--- config.mk ---
export PLATFORM = sky130hd
export DESIGN_NAME = swc_sleep_ctrl
export DESIGN_NICKNAME = d
export VERILOG_FILES = /design/src/swc_pkg.sv /design/src/swc_sleep_ctrl.sv
export SDC_FILE = /design/constraint.sdc
export NUM_CORES = 1
export LEC_CHECK = 0
export BUFFER_PORTS_ARGS = -buffer_cell sky130_fd_sc_hd__buf_4
export CORE_ASPECT_RATIO = 0.7
export CORE_MARGIN = 2
export CORE_UTILIZATION = 42
export CTS_CLUSTER_SIZE = 25
export DETAILED_ROUTE_END_ITERATION = 10
export PLACE_DENSITY = 0.78
export SLEW_MARGIN = 20
export SYNTH_ARGS = -nofsm -noshare
export SYNTH_HDL_FRONTEND = slang
export SYNTH_SLANG_ARGS = --single-unit
export TNS_END_PERCENT = 1
--- constraint.sdc ---
create_clock -name clk_i -period 1.9 [get_ports clk_i]
set_input_delay 0.38 -clock clk_i [delete_from_list [all_inputs] [get_ports clk_i]]
set_output_delay 0.38 -clock clk_i [all_outputs]
set_load 0.01 [all_outputs]
--- src/swc_pkg.sv ---
// Purpose: Shared constants and types for the sleep and wake controller.
// Assumes: Classic Wishbone with 32-bit data and byte addresses.
// Notes:   Registers take one aligned word each.
package swc_pkg;

    // Register byte offsets.
    localparam logic [7:0] CTRL_OFS    = 8'h00;
    localparam logic [7:0] PEN_OFS     = 8'h04;
    localparam logic [7:0] RESET_CONTROL_REG_OFS    = 8'h08;
    localparam logic [7:0] IRQ_ST_OFS  = 8'h0C;
    localparam logic [7:0] IRQ_MSK_OFS = 8'h10;

    // Control register fields.
    localparam int CTRL_GIE_BIT  = 0;
    localparam int CTRL_WDTE_BIT = 1;
    localparam int CTRL_INTE_BIT = 2;
    localparam int CTRL_PBE_BIT  = 3;
    localparam int CTRL_W        = 4;
    localparam logic [3:0] CTRL_RST = 4'h0;

    // Reset control register fields.
    localparam int RESET_CONTROL_REG_ASLEEP_BIT = 0;
    localparam int RESET_CONTROL_REG_PD_BIT     = 3;
    localparam int RESET_CONTROL_REG_TO_BIT     = 4;
    localparam logic PD_RST = 1'b1;
    localparam logic TO_RST = 1'b1;

    // Peripheral wake sources, one enable and one flag bit each.
    localparam int PER_PSP    = 0;
    localparam int PER_TIMER_ONE   = 1;
    localparam int PER_TIMER_THREE   = 2;
    localparam int PER_CAPT   = 3;
    localparam int PER_SPEVT  = 4;
    localparam int PER_SSPSS  = 5;
    localparam int PER_SSPXF  = 6;
    localparam int PER_USART  = 7;
    localparam int PER_ADC    = 8;
    localparam int PER_EEWR   = 9;
    localparam int PER_LVD    = 10;
    localparam int PER_W      = 11;
    localparam logic [10:0] PEN_RST = 11'h000;

    // Event status bits.
    localparam int EV_SLEEP = 0;
    localparam int EV_WINT  = 1;
    localparam int EV_WWDT  = 2;
    localparam int EV_NOP   = 3;
    localparam int EV_MASTER_CLEAR_PIN  = 4;
    localparam int EV_W     = 5;
    localparam logic [4:0] EV_RST = 5'h00;

    // Prefetch distance past the sleep instruction, in bytes.
    localparam logic [15:0] PREFETCH_STEP = 16'h0002;

    typedef enum logic [1:0] {
        ST_RUN   = 2'b00,
        ST_SLEEP = 2'b01,
        ST_WAKE  = 2'b10
    } swc_state_e;

    typedef enum logic [1:0] {
        WK_INT  = 2'b00,
        WK_WDT  = 2'b01,
        WK_MASTER_CLEAR_PIN = 2'b10
    } swc_wake_e;

    typedef struct packed {
        logic [7:0]  adr;
        logic        we;
        logic [3:0]  sel;
        logic [31:0] dat;
    } swc_wb_req_s;

endpackage

--- src/swc_sleep_ctrl.sv ---
// Purpose: Sleep entry, wake-up and resume control for an 8-bit core.
// Assumes: All inputs synchronous to clk_i; wake sources hold until seen.
// Notes:   Wake sources are level flags; the core holds them until seen.
// Operation
// - Sleep clears watchdog and power-down, sets time-out.
// - Pins keep their pre-sleep drive state.
// - Wake on master clear, watchdog, interrupt.
// - Only listed peripherals may wake the device.
// - Clock-based peripherals raise no interrupt asleep.
// - Master clear resets; others resume execution.
// - Power-down flag set at power-up, sleep clears.
// - Watchdog wake clears the time-out flag.
// - Sleep prefetches instruction at PC plus two.
// - Wake needs source enable, ignores global enable.
// - Resume next instruction, vector if global enable.
// - Pending enabled flag turns sleep into no-op.
// - Flag during sleep: complete sleep, wake at once.
//
// The Wishbone register port and the address map are this design's own decisions.
`timescale 1ns/10ps
`default_nettype none
module swc_sleep_ctrl
    import swc_pkg::*;
(
    // Clock and reset.
    input  wire logic        clk_i,
    input  wire logic        rst_i,
    // Wishbone slave.
    input  wire logic        wb_cyc_i,
    input  wire logic        wb_stb_i,
    input  wire logic        wb_we_i,
    input  wire logic [7:0]  wb_adr_i,
    input  wire logic [3:0]  wb_sel_i,
    input  wire logic [31:0] wb_dat_i,
    output logic      [31:0] wb_dat_o,
    output logic             wb_ack_o,
    output logic             irq_o,
    // Core side.
    input  wire logic        sleep_exec_i,
    input  wire logic [15:0] pc_i,
    output logic             prefetch_req_o,
    output logic      [15:0] prefetch_addr_o,
    output logic             core_run_o,
    output logic             resume_o,
    output logic             resume_vector_o,
    output logic             device_reset_o,
    // Oscillator and watchdog.
    input  wire logic        osc_stable_i,
    output logic             osc_run_o,
    input  wire logic        wdt_timeout_i,
    output logic             wdt_run_o,
    output logic             wdt_clear_o,
    // Wake sources.
    input  wire logic        master_clear_pin_i,
    input  wire logic        int_pin_flag_i,
    input  wire logic        port_b_change_i,
    input  wire logic [10:0] periph_flag_i,
    input  wire logic        clocked_periph_irq_i,
    output logic             clocked_periph_irq_o,
    // Port pins.
    input  wire logic [7:0]  io_out_i,
    input  wire logic [7:0]  io_oe_i,
    output logic      [7:0]  pin_out_o,
    output logic      [7:0]  pin_oe_o
);

    ////////////////////////////////////////////////////////////////////////
    // Declarations.
    swc_state_e        state_q;
    swc_wake_e         wake_q;
    swc_wb_req_s       req;
    logic [CTRL_W-1:0] ctrl_q;
    logic [PER_W-1:0]  pen_q;
    logic              power_down_flag_q;
    logic              timeout_flag_q;
    logic [EV_W-1:0]   ev_st_q;
    logic [EV_W-1:0]   ev_msk_q;
    logic [EV_W-1:0]   ev_set;
    logic              acc;
    logic              wr;
    logic              int_pending;
    logic              commit;
    logic              noop;
    logic              wdt_wake;
    logic              int_wake;
    logic              master_clear_pin_wake;
    logic              resume_go;
    logic              global_int_enable;
    logic [31:0]       rdata;

    assign req = '{adr: wb_adr_i, we: wb_we_i, sel: wb_sel_i,
                   dat: wb_dat_i};
    assign acc = wb_cyc_i & wb_stb_i & ~wb_ack_o;
    assign wr  = acc & req.we;
    assign global_int_enable = ctrl_q[CTRL_GIE_BIT];

    ////////////////////////////////////////////////////////////////////////
    // Wake qualification.
    // Each source counts only with its own enable; global enable is
    // not consulted here.
    assign int_pending = (int_pin_flag_i & ctrl_q[CTRL_INTE_BIT])
                       | (port_b_change_i & ctrl_q[CTRL_PBE_BIT])
                       | (|(periph_flag_i & pen_q));

    assign noop   = (state_q == ST_RUN) & sleep_exec_i & int_pending;
    assign commit = (state_q == ST_RUN) & sleep_exec_i & ~int_pending;

    // Master clear outranks the watchdog, which outranks interrupts.
    assign master_clear_pin_wake = (state_q == ST_SLEEP) & master_clear_pin_i;
    assign wdt_wake  = (state_q == ST_SLEEP) & ~master_clear_pin_i
                     & wdt_timeout_i & ctrl_q[CTRL_WDTE_BIT];
    assign int_wake  = (state_q == ST_SLEEP) & ~master_clear_pin_i
                     & ~wdt_wake & int_pending;
    assign resume_go = (state_q == ST_WAKE) & osc_stable_i;

    // No internal clock runs asleep, so these stay quiet.
    assign clocked_periph_irq_o = clocked_periph_irq_i
                                & (state_q == ST_RUN);

    // The watchdog runs on its own clock and is not stopped by sleep; it runs while the watchdog enable bit is set.
    assign wdt_run_o  = ctrl_q[CTRL_WDTE_BIT];
    assign core_run_o = (state_q == ST_RUN);

    ////////////////////////////////////////////////////////////////////////
    // Sequencer.
    always_ff @(posedge clk_i) begin
        if (rst_i) begin
            state_q <= ST_RUN;
            wake_q  <= WK_INT;
        end else begin
            unique case (state_q)
                ST_RUN: begin
                    if (commit) begin
                        state_q <= ST_SLEEP;
                    end
                end
                ST_SLEEP: begin
                    if (master_clear_pin_wake) begin
                        state_q <= ST_WAKE;
                        wake_q  <= WK_MASTER_CLEAR_PIN;
                    end else if (wdt_wake) begin
                        state_q <= ST_WAKE;
                        wake_q  <= WK_WDT;
                    end else if (int_wake) begin
                        state_q <= ST_WAKE;
                        wake_q  <= WK_INT;
                    end
                end
                ST_WAKE: begin
                    if (resume_go) begin
                        state_q <= ST_RUN;
                    end
                end
                default: begin
                    state_q <= ST_RUN;
                end
            endcase
        end
    end

    // Oscillator driver off from commit until a wake event.
    always_ff @(posedge clk_i) begin
        if (rst_i) begin
            osc_run_o <= 1'b1;
        end else if (commit) begin
            osc_run_o <= 1'b0;
        end else if (master_clear_pin_wake | wdt_wake | int_wake) begin
            osc_run_o <= 1'b1;
        end
    end

    // Resume pulses; master clear gives a reset instead.
    always_ff @(posedge clk_i) begin
        if (rst_i) begin
            resume_o        <= 1'b0;
            resume_vector_o <= 1'b0;
            device_reset_o  <= 1'b0;
        end else begin
            resume_o        <= resume_go & (wake_q != WK_MASTER_CLEAR_PIN);
            resume_vector_o <= resume_go & (wake_q == WK_INT) & global_int_enable;
            device_reset_o  <= resume_go & (wake_q == WK_MASTER_CLEAR_PIN);
        end
    end

    // Watchdog clear on a committed sleep; prefetch on every sleep instruction.
    always_ff @(posedge clk_i) begin
        if (rst_i) begin
            wdt_clear_o     <= 1'b0;
            prefetch_req_o  <= 1'b0;
            prefetch_addr_o <= 16'h0000;
        end else begin
            wdt_clear_o    <= commit;
            prefetch_req_o <= noop | commit;
            if (noop | commit) begin
                prefetch_addr_o <= pc_i + PREFETCH_STEP;
            end
        end
    end

    // Pins follow the port while running and freeze asleep.
    always_ff @(posedge clk_i) begin
        if (rst_i) begin
            pin_out_o <= 8'h00;
            pin_oe_o  <= 8'h00;
        end else if (state_q == ST_RUN) begin
            pin_out_o <= io_out_i;
            pin_oe_o  <= io_oe_i;
        end
    end

    ////////////////////////////////////////////////////////////////////////
    // Power-down and time-out flags.
    // Software may set either flag by writing a one; hardware clears win.
    always_ff @(posedge clk_i) begin
        if (rst_i) begin
            power_down_flag_q <= PD_RST;
            timeout_flag_q    <= TO_RST;
        end else begin
            if (commit) begin
                power_down_flag_q <= 1'b0;
            end else if (wr & (req.adr == RESET_CONTROL_REG_OFS) & req.sel[0]
                         & req.dat[RESET_CONTROL_REG_PD_BIT]) begin
                power_down_flag_q <= 1'b1;
            end
            if (wdt_wake) begin
                timeout_flag_q <= 1'b0;
            end else if (commit) begin
                timeout_flag_q <= 1'b1;
            end else if (wr & (req.adr == RESET_CONTROL_REG_OFS) & req.sel[0]
                         & req.dat[RESET_CONTROL_REG_TO_BIT]) begin
                timeout_flag_q <= 1'b1;
            end
        end
    end

    ////////////////////////////////////////////////////////////////////////
    // Control registers.
    always_ff @(posedge clk_i) begin
        if (rst_i) begin
            ctrl_q   <= CTRL_RST;
            pen_q    <= PEN_RST;
            ev_msk_q <= EV_RST;
        end else if (wr) begin
            if (req.adr == CTRL_OFS && req.sel[0]) begin
                ctrl_q <= req.dat[CTRL_W-1:0];
            end
            if (req.adr == PEN_OFS) begin
                if (req.sel[0]) begin
                    pen_q[7:0] <= req.dat[7:0];
                end
                if (req.sel[1]) begin
                    pen_q[PER_W-1:8] <= req.dat[PER_W-1:8];
                end
            end
            if (req.adr == IRQ_MSK_OFS && req.sel[0]) begin
                ev_msk_q <= req.dat[EV_W-1:0];
            end
        end
    end

    ////////////////////////////////////////////////////////////////////////
    // Event status, write one to clear; a new event beats the clear.
    always_comb begin
        ev_set           = '0;
        ev_set[EV_SLEEP] = commit;
        ev_set[EV_WINT]  = int_wake;
        ev_set[EV_WWDT]  = wdt_wake;
        ev_set[EV_NOP]   = noop;
        ev_set[EV_MASTER_CLEAR_PIN]  = master_clear_pin_wake;
    end

    always_ff @(posedge clk_i) begin
        if (rst_i) begin
            ev_st_q <= EV_RST;
        end else if (wr & (req.adr == IRQ_ST_OFS) & req.sel[0]) begin
            ev_st_q <= (ev_st_q & ~req.dat[EV_W-1:0]) | ev_set;
        end else begin
            ev_st_q <= ev_st_q | ev_set;
        end
    end

    assign irq_o = |(ev_st_q & ev_msk_q);

    ////////////////////////////////////////////////////////////////////////
    // Bus answer: one wait state, unmapped addresses read zero.
    always_comb begin
        rdata = 32'h0000_0000;
        unique case (req.adr)
            CTRL_OFS:    rdata[CTRL_W-1:0] = ctrl_q;
            PEN_OFS:     rdata[PER_W-1:0]  = pen_q;
            RESET_CONTROL_REG_OFS: begin
                rdata[RESET_CONTROL_REG_ASLEEP_BIT] = (state_q != ST_RUN);
                rdata[RESET_CONTROL_REG_PD_BIT]     = power_down_flag_q;
                rdata[RESET_CONTROL_REG_TO_BIT]     = timeout_flag_q;
            end
            IRQ_ST_OFS:  rdata[EV_W-1:0]   = ev_st_q;
            IRQ_MSK_OFS: rdata[EV_W-1:0]   = ev_msk_q;
            default:     rdata             = 32'h0000_0000;
        endcase
    end

    always_ff @(posedge clk_i) begin
        if (rst_i) begin
            wb_ack_o <= 1'b0;
            wb_dat_o <= 32'h0000_0000;
        end else begin
            wb_ack_o <= acc;
            if (acc & ~req.we) begin
                wb_dat_o <= rdata;
            end
        end
    end

    ////////////////////////////////////////////////////////////////////////
    // Checks.
    property p_sleep_commit;
        @(posedge clk_i) disable iff (rst_i)
        commit |=> wdt_clear_o && !power_down_flag_q && timeout_flag_q
                   && !osc_run_o && state_q == ST_SLEEP;
    endproperty
    a_sleep_commit: assert property (p_sleep_commit)
        else $error("sleep commit effects missing");

    property p_pin_hold;
        @(posedge clk_i) disable iff (rst_i)
        (state_q == ST_SLEEP && $past(state_q) == ST_SLEEP)
            |-> $stable(pin_out_o) && $stable(pin_oe_o);
    endproperty
    a_pin_hold: assert property (p_pin_hold)
        else $error("pins changed while asleep");

    property p_wdt_wake;
        @(posedge clk_i) disable iff (rst_i)
        wdt_wake |=> !timeout_flag_q && state_q == ST_WAKE && osc_run_o;
    endproperty
    a_wdt_wake: assert property (p_wdt_wake)
        else $error("watchdog wake did not clear timeout flag");

    property p_nop_sleep;
        @(posedge clk_i) disable iff (rst_i)
        noop |=> state_q == ST_RUN && !wdt_clear_o
                 && $stable(power_down_flag_q) && prefetch_req_o;
    endproperty
    a_nop_sleep: assert property (p_nop_sleep)
        else $error("no-op sleep changed state");

    property p_prefetch;
        @(posedge clk_i) disable iff (rst_i)
        (sleep_exec_i && state_q == ST_RUN)
            |=> prefetch_addr_o == $past(pc_i) + PREFETCH_STEP;
    endproperty
    a_prefetch: assert property (p_prefetch)
        else $error("prefetch address wrong");

    property p_master_clear_pin_reset;
        @(posedge clk_i) disable iff (rst_i)
        (resume_go && wake_q == WK_MASTER_CLEAR_PIN) |=> device_reset_o && !resume_o;
    endproperty
    a_master_clear_pin_reset: assert property (p_master_clear_pin_reset)
        else $error("master clear did not reset");

    property p_vector;
        @(posedge clk_i) disable iff (rst_i)
        resume_vector_o |-> resume_o && $past(global_int_enable);
    endproperty
    a_vector: assert property (p_vector)
        else $error("vector without global enable");

    property p_wait_osc;
        @(posedge clk_i) disable iff (rst_i)
        (state_q == ST_WAKE && !osc_stable_i) |=> state_q == ST_WAKE;
    endproperty
    a_wait_osc: assert property (p_wait_osc)
        else $error("resumed before oscillator stable");

    property p_int_wake_now;
        @(posedge clk_i) disable iff (rst_i)
        (state_q == ST_SLEEP && int_pending) |=> state_q == ST_WAKE;
    endproperty
    a_int_wake_now: assert property (p_int_wake_now)
        else $error("enabled interrupt did not wake");

    property p_clk_irq_quiet;
        @(posedge clk_i) disable iff (rst_i)
        (state_q != ST_RUN) |-> !clocked_periph_irq_o;
    endproperty
    a_clk_irq_quiet: assert property (p_clk_irq_quiet)
        else $error("clocked peripheral irq while asleep");

endmodule
`default_nettype wire

# Yosys cells after proc, flatten, opt, wreduce, memory -nomap -nowiden
# Index checks and enable logic that the tools add are counted.
# totals
regBits,81
in_bits,99
output_inout_bits,75
elab_cells,115
# op_classes
addsub,1
eq_ne,11
n_mux,22
bitwise,43
n_reduce_logical,18
# ops
operator,count
AND 1 bit,27
"adder 16 x 2 -> 16 bit, second input constant",1
"== test 8 x 4 -> 1 bit, second input constant",2
2-to-1 mux 2 bit,8
AND 11 bit,1
OR reduction 11 bit,1
AND 5 bit,2
bitwise OR 5 bit,2
one-hot mux 1 bit (5 select lines),2
AND reduction 3 bit,3
"== test 8 x 3 -> 1 bit, second input constant",1
"== test 8 x 5 -> 1 bit, second input constant",1
logical NOT 8 bit,1
one-hot mux 2 bit (4 select lines),1
2-to-1 mux 1 bit,7
2-to-1 mux 6 bit,1
one-hot mux 2 bit (3 select lines),1
AND reduction 2 bit,3
nonzero test 2 bit,3
nonzero test 3 bit,2
2-to-1 mux 5 bit,1
inverter 1 bit,5
inverter 5 bit,1
bitwise OR 1 bit,5
other kinds (9),13

# Longest topological paths before layout
# logic_depth
depth_word,11
mapped_depth,8
ltp_nobuf,5

# Worst setup path after synthesis
# OpenSTA, ideal clock, no wires.
# synth_timing
path_kind,flip-flop to output port
start,reg state_q[1]
end,out clocked_periph_irq_o
t_arrival_ps,1559
required_ps,1520
setup_slack_ps,-39
path_stages_with_launch,7
path_buffers,3
path_cell_list,dfxtp_1 or2_2 clkbuf_1 inv_1 buf_2 buf_1 and2_1
# synth_between
elab_chain_len,2
# synth_lines
element,line,source
start: declaration,swc_sleep_ctrl.sv:69,swc_state_e state_q;
start signal: assignment,swc_sleep_ctrl.sv:128,state_q <= ST_RUN;
start signal: assignment,swc_sleep_ctrl.sv:134,state_q <= ST_SLEEP;
start signal: assignment,swc_sleep_ctrl.sv:139,state_q <= ST_WAKE;
logical NOT 2 bit,--,
via core_run_o,swc_sleep_ctrl.sv:43,"output logic core_run_o,"
AND 1 bit,swc_sleep_ctrl.sv:118,& (state_q == ST_RUN);
end: declaration,swc_sleep_ctrl.sv:59,"output logic clocked_periph_irq_o,"
# The timed path passes the listed nets, and every way through them passes these cells.

# Final worst setup path
# layout_timing
start,reg state_q[1]
end,out clocked_periph_irq_o
# layout_between
elab_chain_len,2
# layout_lines
element,line
logical NOT 2 bit,swc_sleep_ctrl.sv:118
AND 1 bit,swc_sleep_ctrl.sv:118
# Every way passes these cells.

==> results.json <==
{
  "status": "finished clean",
  "path_cells": "or2_2 > inv_2 > buf_8 > and2_1 > buf_4",
  "crit_cells": 5,
  "grt_pass1_wl_um": 17200,
  "worstSetupPathType": "reg2out",
  "routed_wl_um": 11000,
  "die_width_um": 117,
  "synth-seq-area-share": 0.435,
  "critPathSlowestCell": "dfxtp_1",
  "hold_viol": 0,
  "cts_root_buf": "clkbuf_16",
  "area_delta_synth_final_pct": 39.3,
  "critPathMaxFanout": 5,
  "cp_num_buf_inv": 3,
  "gp_congestion": 0.976,
  "nNetsFinal": 672,
  "drc": 0,
  "synth.most_common_cell": "dfxtp_1",
  "drt_pre_antenna_iters": 5,
  "final_cell_area_mm2": 0.00520,
  "yosys-top-cells-area": "dfxtp_1 43%, nand2_1 7.3%, mux2i_1 4.6%, a21oi_1 4.4%, buf_4 4.2%",
  "r2r_setup_slack_ns": 0.10,
  "antennaDiodeCount": 0,
  "vias_per_cell": 5.29,
  "syn_inst": 435,
  "die_area_mm2": 0.00967,
  "multiInputGateArea_mm2": 0.00190,
  "ant_nets": 0,
  "stdcell_count": 697,
  "rows": 28,
  "maxCapViolations": 0,
  "cpPeakStageDelay_ns": 0.34,
  "ir_worst_vdd_uv": 687,
  "cp-endpoint": "clocked_periph_irq_o",
  "rsz0062_at_grt": "false",
  "wl_per_cell_um": 15.7,
  "synth_edf_count": 0,
  "die_y_um": 82.9,
  "use_met2": 0.346,
  "post-place-cells": 680,
  "synth_area_mm2": 0.00373,
  "cts.sinks": 81,
  "postCtsHoldBufs": 0,
  "min_period_ns": 1.81,
  "portBuffers": 129,
  "post-route-period-util": 0.951,
  "synth_top_area_share": 0.435,
  "crit_required_ns": 1.52,
  "tightest_slew_ns": 0.621,
  "cpLargestDelayFamily": "simple AND/OR/NAND/NOR gates",
  "register_area_mm2": 0.00162,
  "grt_antenna_before_repair": 0,
  "grt_overflow_total": 0,
  "dpl-instance-area_mm2": 0.00485,
  "vias": 3686,
  "async_flop_share": 0,
  "clockBufferDepth": 2,
  "grt_usage": 0.225,
  "avgSynthCellArea_um2": 8.58,
  "fillers": 783,
  "synth_ff_type": "dfxtp_1",
  "p_per_area_mw_per_mm2": 856,
  "core-area_mm2": 0.00855,
  "start_kind": "flop",
  "r2r_cells": 6,
  "crit_path_start": "state_q[1]$_SDFFE_PP0P_",
  "holdCritPathClass": "in2reg",
  "met3_usage": 0.0759,
  "finalClockSkew_ns": 0.00602,
  "dp_slack_ns": -0.126,
  "ios": 174,
  "ys_ff_latch": 81,
  "grt_pass1_vias": 3483,
  "clock_latency_ns": 0.33,
  "setup_slack_ns": 0.0922,
  "setup_viol": 0,
  "busiest_layer": "met2",
  "ys_types": 55,
  "drive_above_1_share": 0.312,
  "clock.fmax_ghz": 0.553,
  "synthTopCellsByCount": "81 x dfxtp_1, 73 x nand2_1, 33 x a21oi_1, 26 x nor2_1, 23 x nand3_1",
  "synth_warnings": 0,
  "htreeDepth": 3,
  "dpl.hpwl_um": 8350,
  "max_slew_margin": 0.586,
  "drtIter0Drc": 274,
  "total_power_uw": 4450,
  "worst_ep_arrival_time_ns": 1.43,
  "cts_tree": "done",
  "r2r_start": "ctrl_q[3]$_SDFFE_PP0P_",
  "met1_usage": 0.299,
  "end_kind": "primary output",
  "initial_core_util": 0.436,
  "slew_viol_final": 0,
  "clk_pin_slew_worst_paths_ns": 0.06,
  "rr_endpoint": "wake_q[1]$_SDFFE_PP0P_",
  "synth_area_leader_cell": "dfxtp_1",
  "grt_max_degree": 59,
  "power_leakage_uw": 0.00221,
  "numCtsBuffers": 9
}
==> cells by family after synthesis <==
group                      after synthesis  share of synthesized area
muxes                                   18                     0.0486
AOI/OAI and AO/OA                       94                      0.173
buffers and inverters                   54                     0.0768
DFF                                     81                      0.435
other                                    1                    0.00101
adders and majority gates                1                    0.00335
and+or+nand+nor                        174                      0.234
xor gates and xnor gates                12                     0.0282
==> placed cells by master (no fill, tap or decap), drive strengths merged, types with 5 or more instances in the layout <==
cell type  netlist  layout
clkbuf          16      11
a31o             5       5
a311oi           6       6
a21oi           33      33
conb             1      21
nor2b            5       5
buf             30     152
a22oi            8       8
a211oi          15      15
mux2i           17      17
nand4           12      12
inv              8       8
nand3           23      23
nor2            26      26
xnor2            5       5
xor2             7       7
o21ai            8       8
dfxtp           81      81
nand2           73      73
and2             6       6
==> stage by stage <==
stage          utilization  hold slack, ns  setup TNS, ns
5_1_grt              0.608           0.249              0
3_5_place_dp         0.567           0.450         -0.845
2_1_floorplan            -           0.436              0
3_3_place_gp         0.567           0.442         -0.511
6_report             0.608           0.257              0
4_1_cts              0.608           0.243              0
==> worst min path at each step <==
stage | from | to | slack, ns | cells after the start
after floorplan | wake_q[1]$_SDFFE_PP0P_ | resume_vector_o$_SDFF_PP0_ | 0.44 | 1
after global placement | wb_dat_o[6]$_SDFFE_PP0P_ | wb_dat_o[6]$_SDFFE_PP0P_ | 0.44 | 2
after CTS | pc_i[1] | prefetch_addr_o[1]$_SDFFE_PP0P_ | 0.24 | 2
after detailed placement | wb_dat_o[10]$_SDFFE_PP0P_ | wb_dat_o[10]$_SDFFE_PP0P_ | 0.45 | 2
after global routing | pc_i[1] | prefetch_addr_o[1]$_SDFFE_PP0P_ | 0.25 | 2
final | pc_i[1] | prefetch_addr_o[1]$_SDFFE_PP0P_ | 0.26 | 2
==> sequential cells by signal (all words and copies together) (netlist names) <==
signal,flops
ctrl_q,4
device_reset_o,1
ev_msk_q,5
ev_st_q,5
osc_run_o,1
pen_q,11
pin_oe_o,8
pin_out_o,8
power_down_flag_q,1
prefetch_addr_o,16
prefetch_req_o,1
resume_o,1
resume_vector_o,1
state_q,2
timeout_flag_q,1
wake_q,2
wb_ack_o,1
wb_dat_o,11
wdt_clear_o,1
==> power by group <==
| group | total [µW] | switching [µW] | internal [µW] |
|---|---|---|---|
| combinational | 666 | 345 | 321 |
| sequential | 1830 | 49.3 | 1780 |
| clock | 1950 | 664 | 1280 |
==> repair_timing <==
| action | in CTS | in global routing |
|---|---|---|
| endpoints found under the setup margin | 1 | 1 |
| gates cloned | 0 | 0 |
| buffers inserted | 1 | 0 |
| resized for setup | 2 | 1 |
==> final cells by class <==
cell class / count / area share
Sequential cell: 81 / 0.312
Clock inverter: 5 / 0.0200
Timing Repair Buffer: 152 / 0.223
Clock buffer: 11 / 0.0448
Multi-Input combinational cell: 320 / 0.365
Inverter: 8 / 0.00578
Tap cell: 120 / 0.0289
==> metal layers <==
| layer | up-vias | wire (µm) |
|---|---|---|
| li1 | 1782 | - |
| met1 | 1739 | 4960 |
| met2 | 144 | 4940 |
| met3 | 21 | 862 |
| met4 | 0 | 199 |
| met5 | - | 0 |
(Power assumes the default switching activity.)
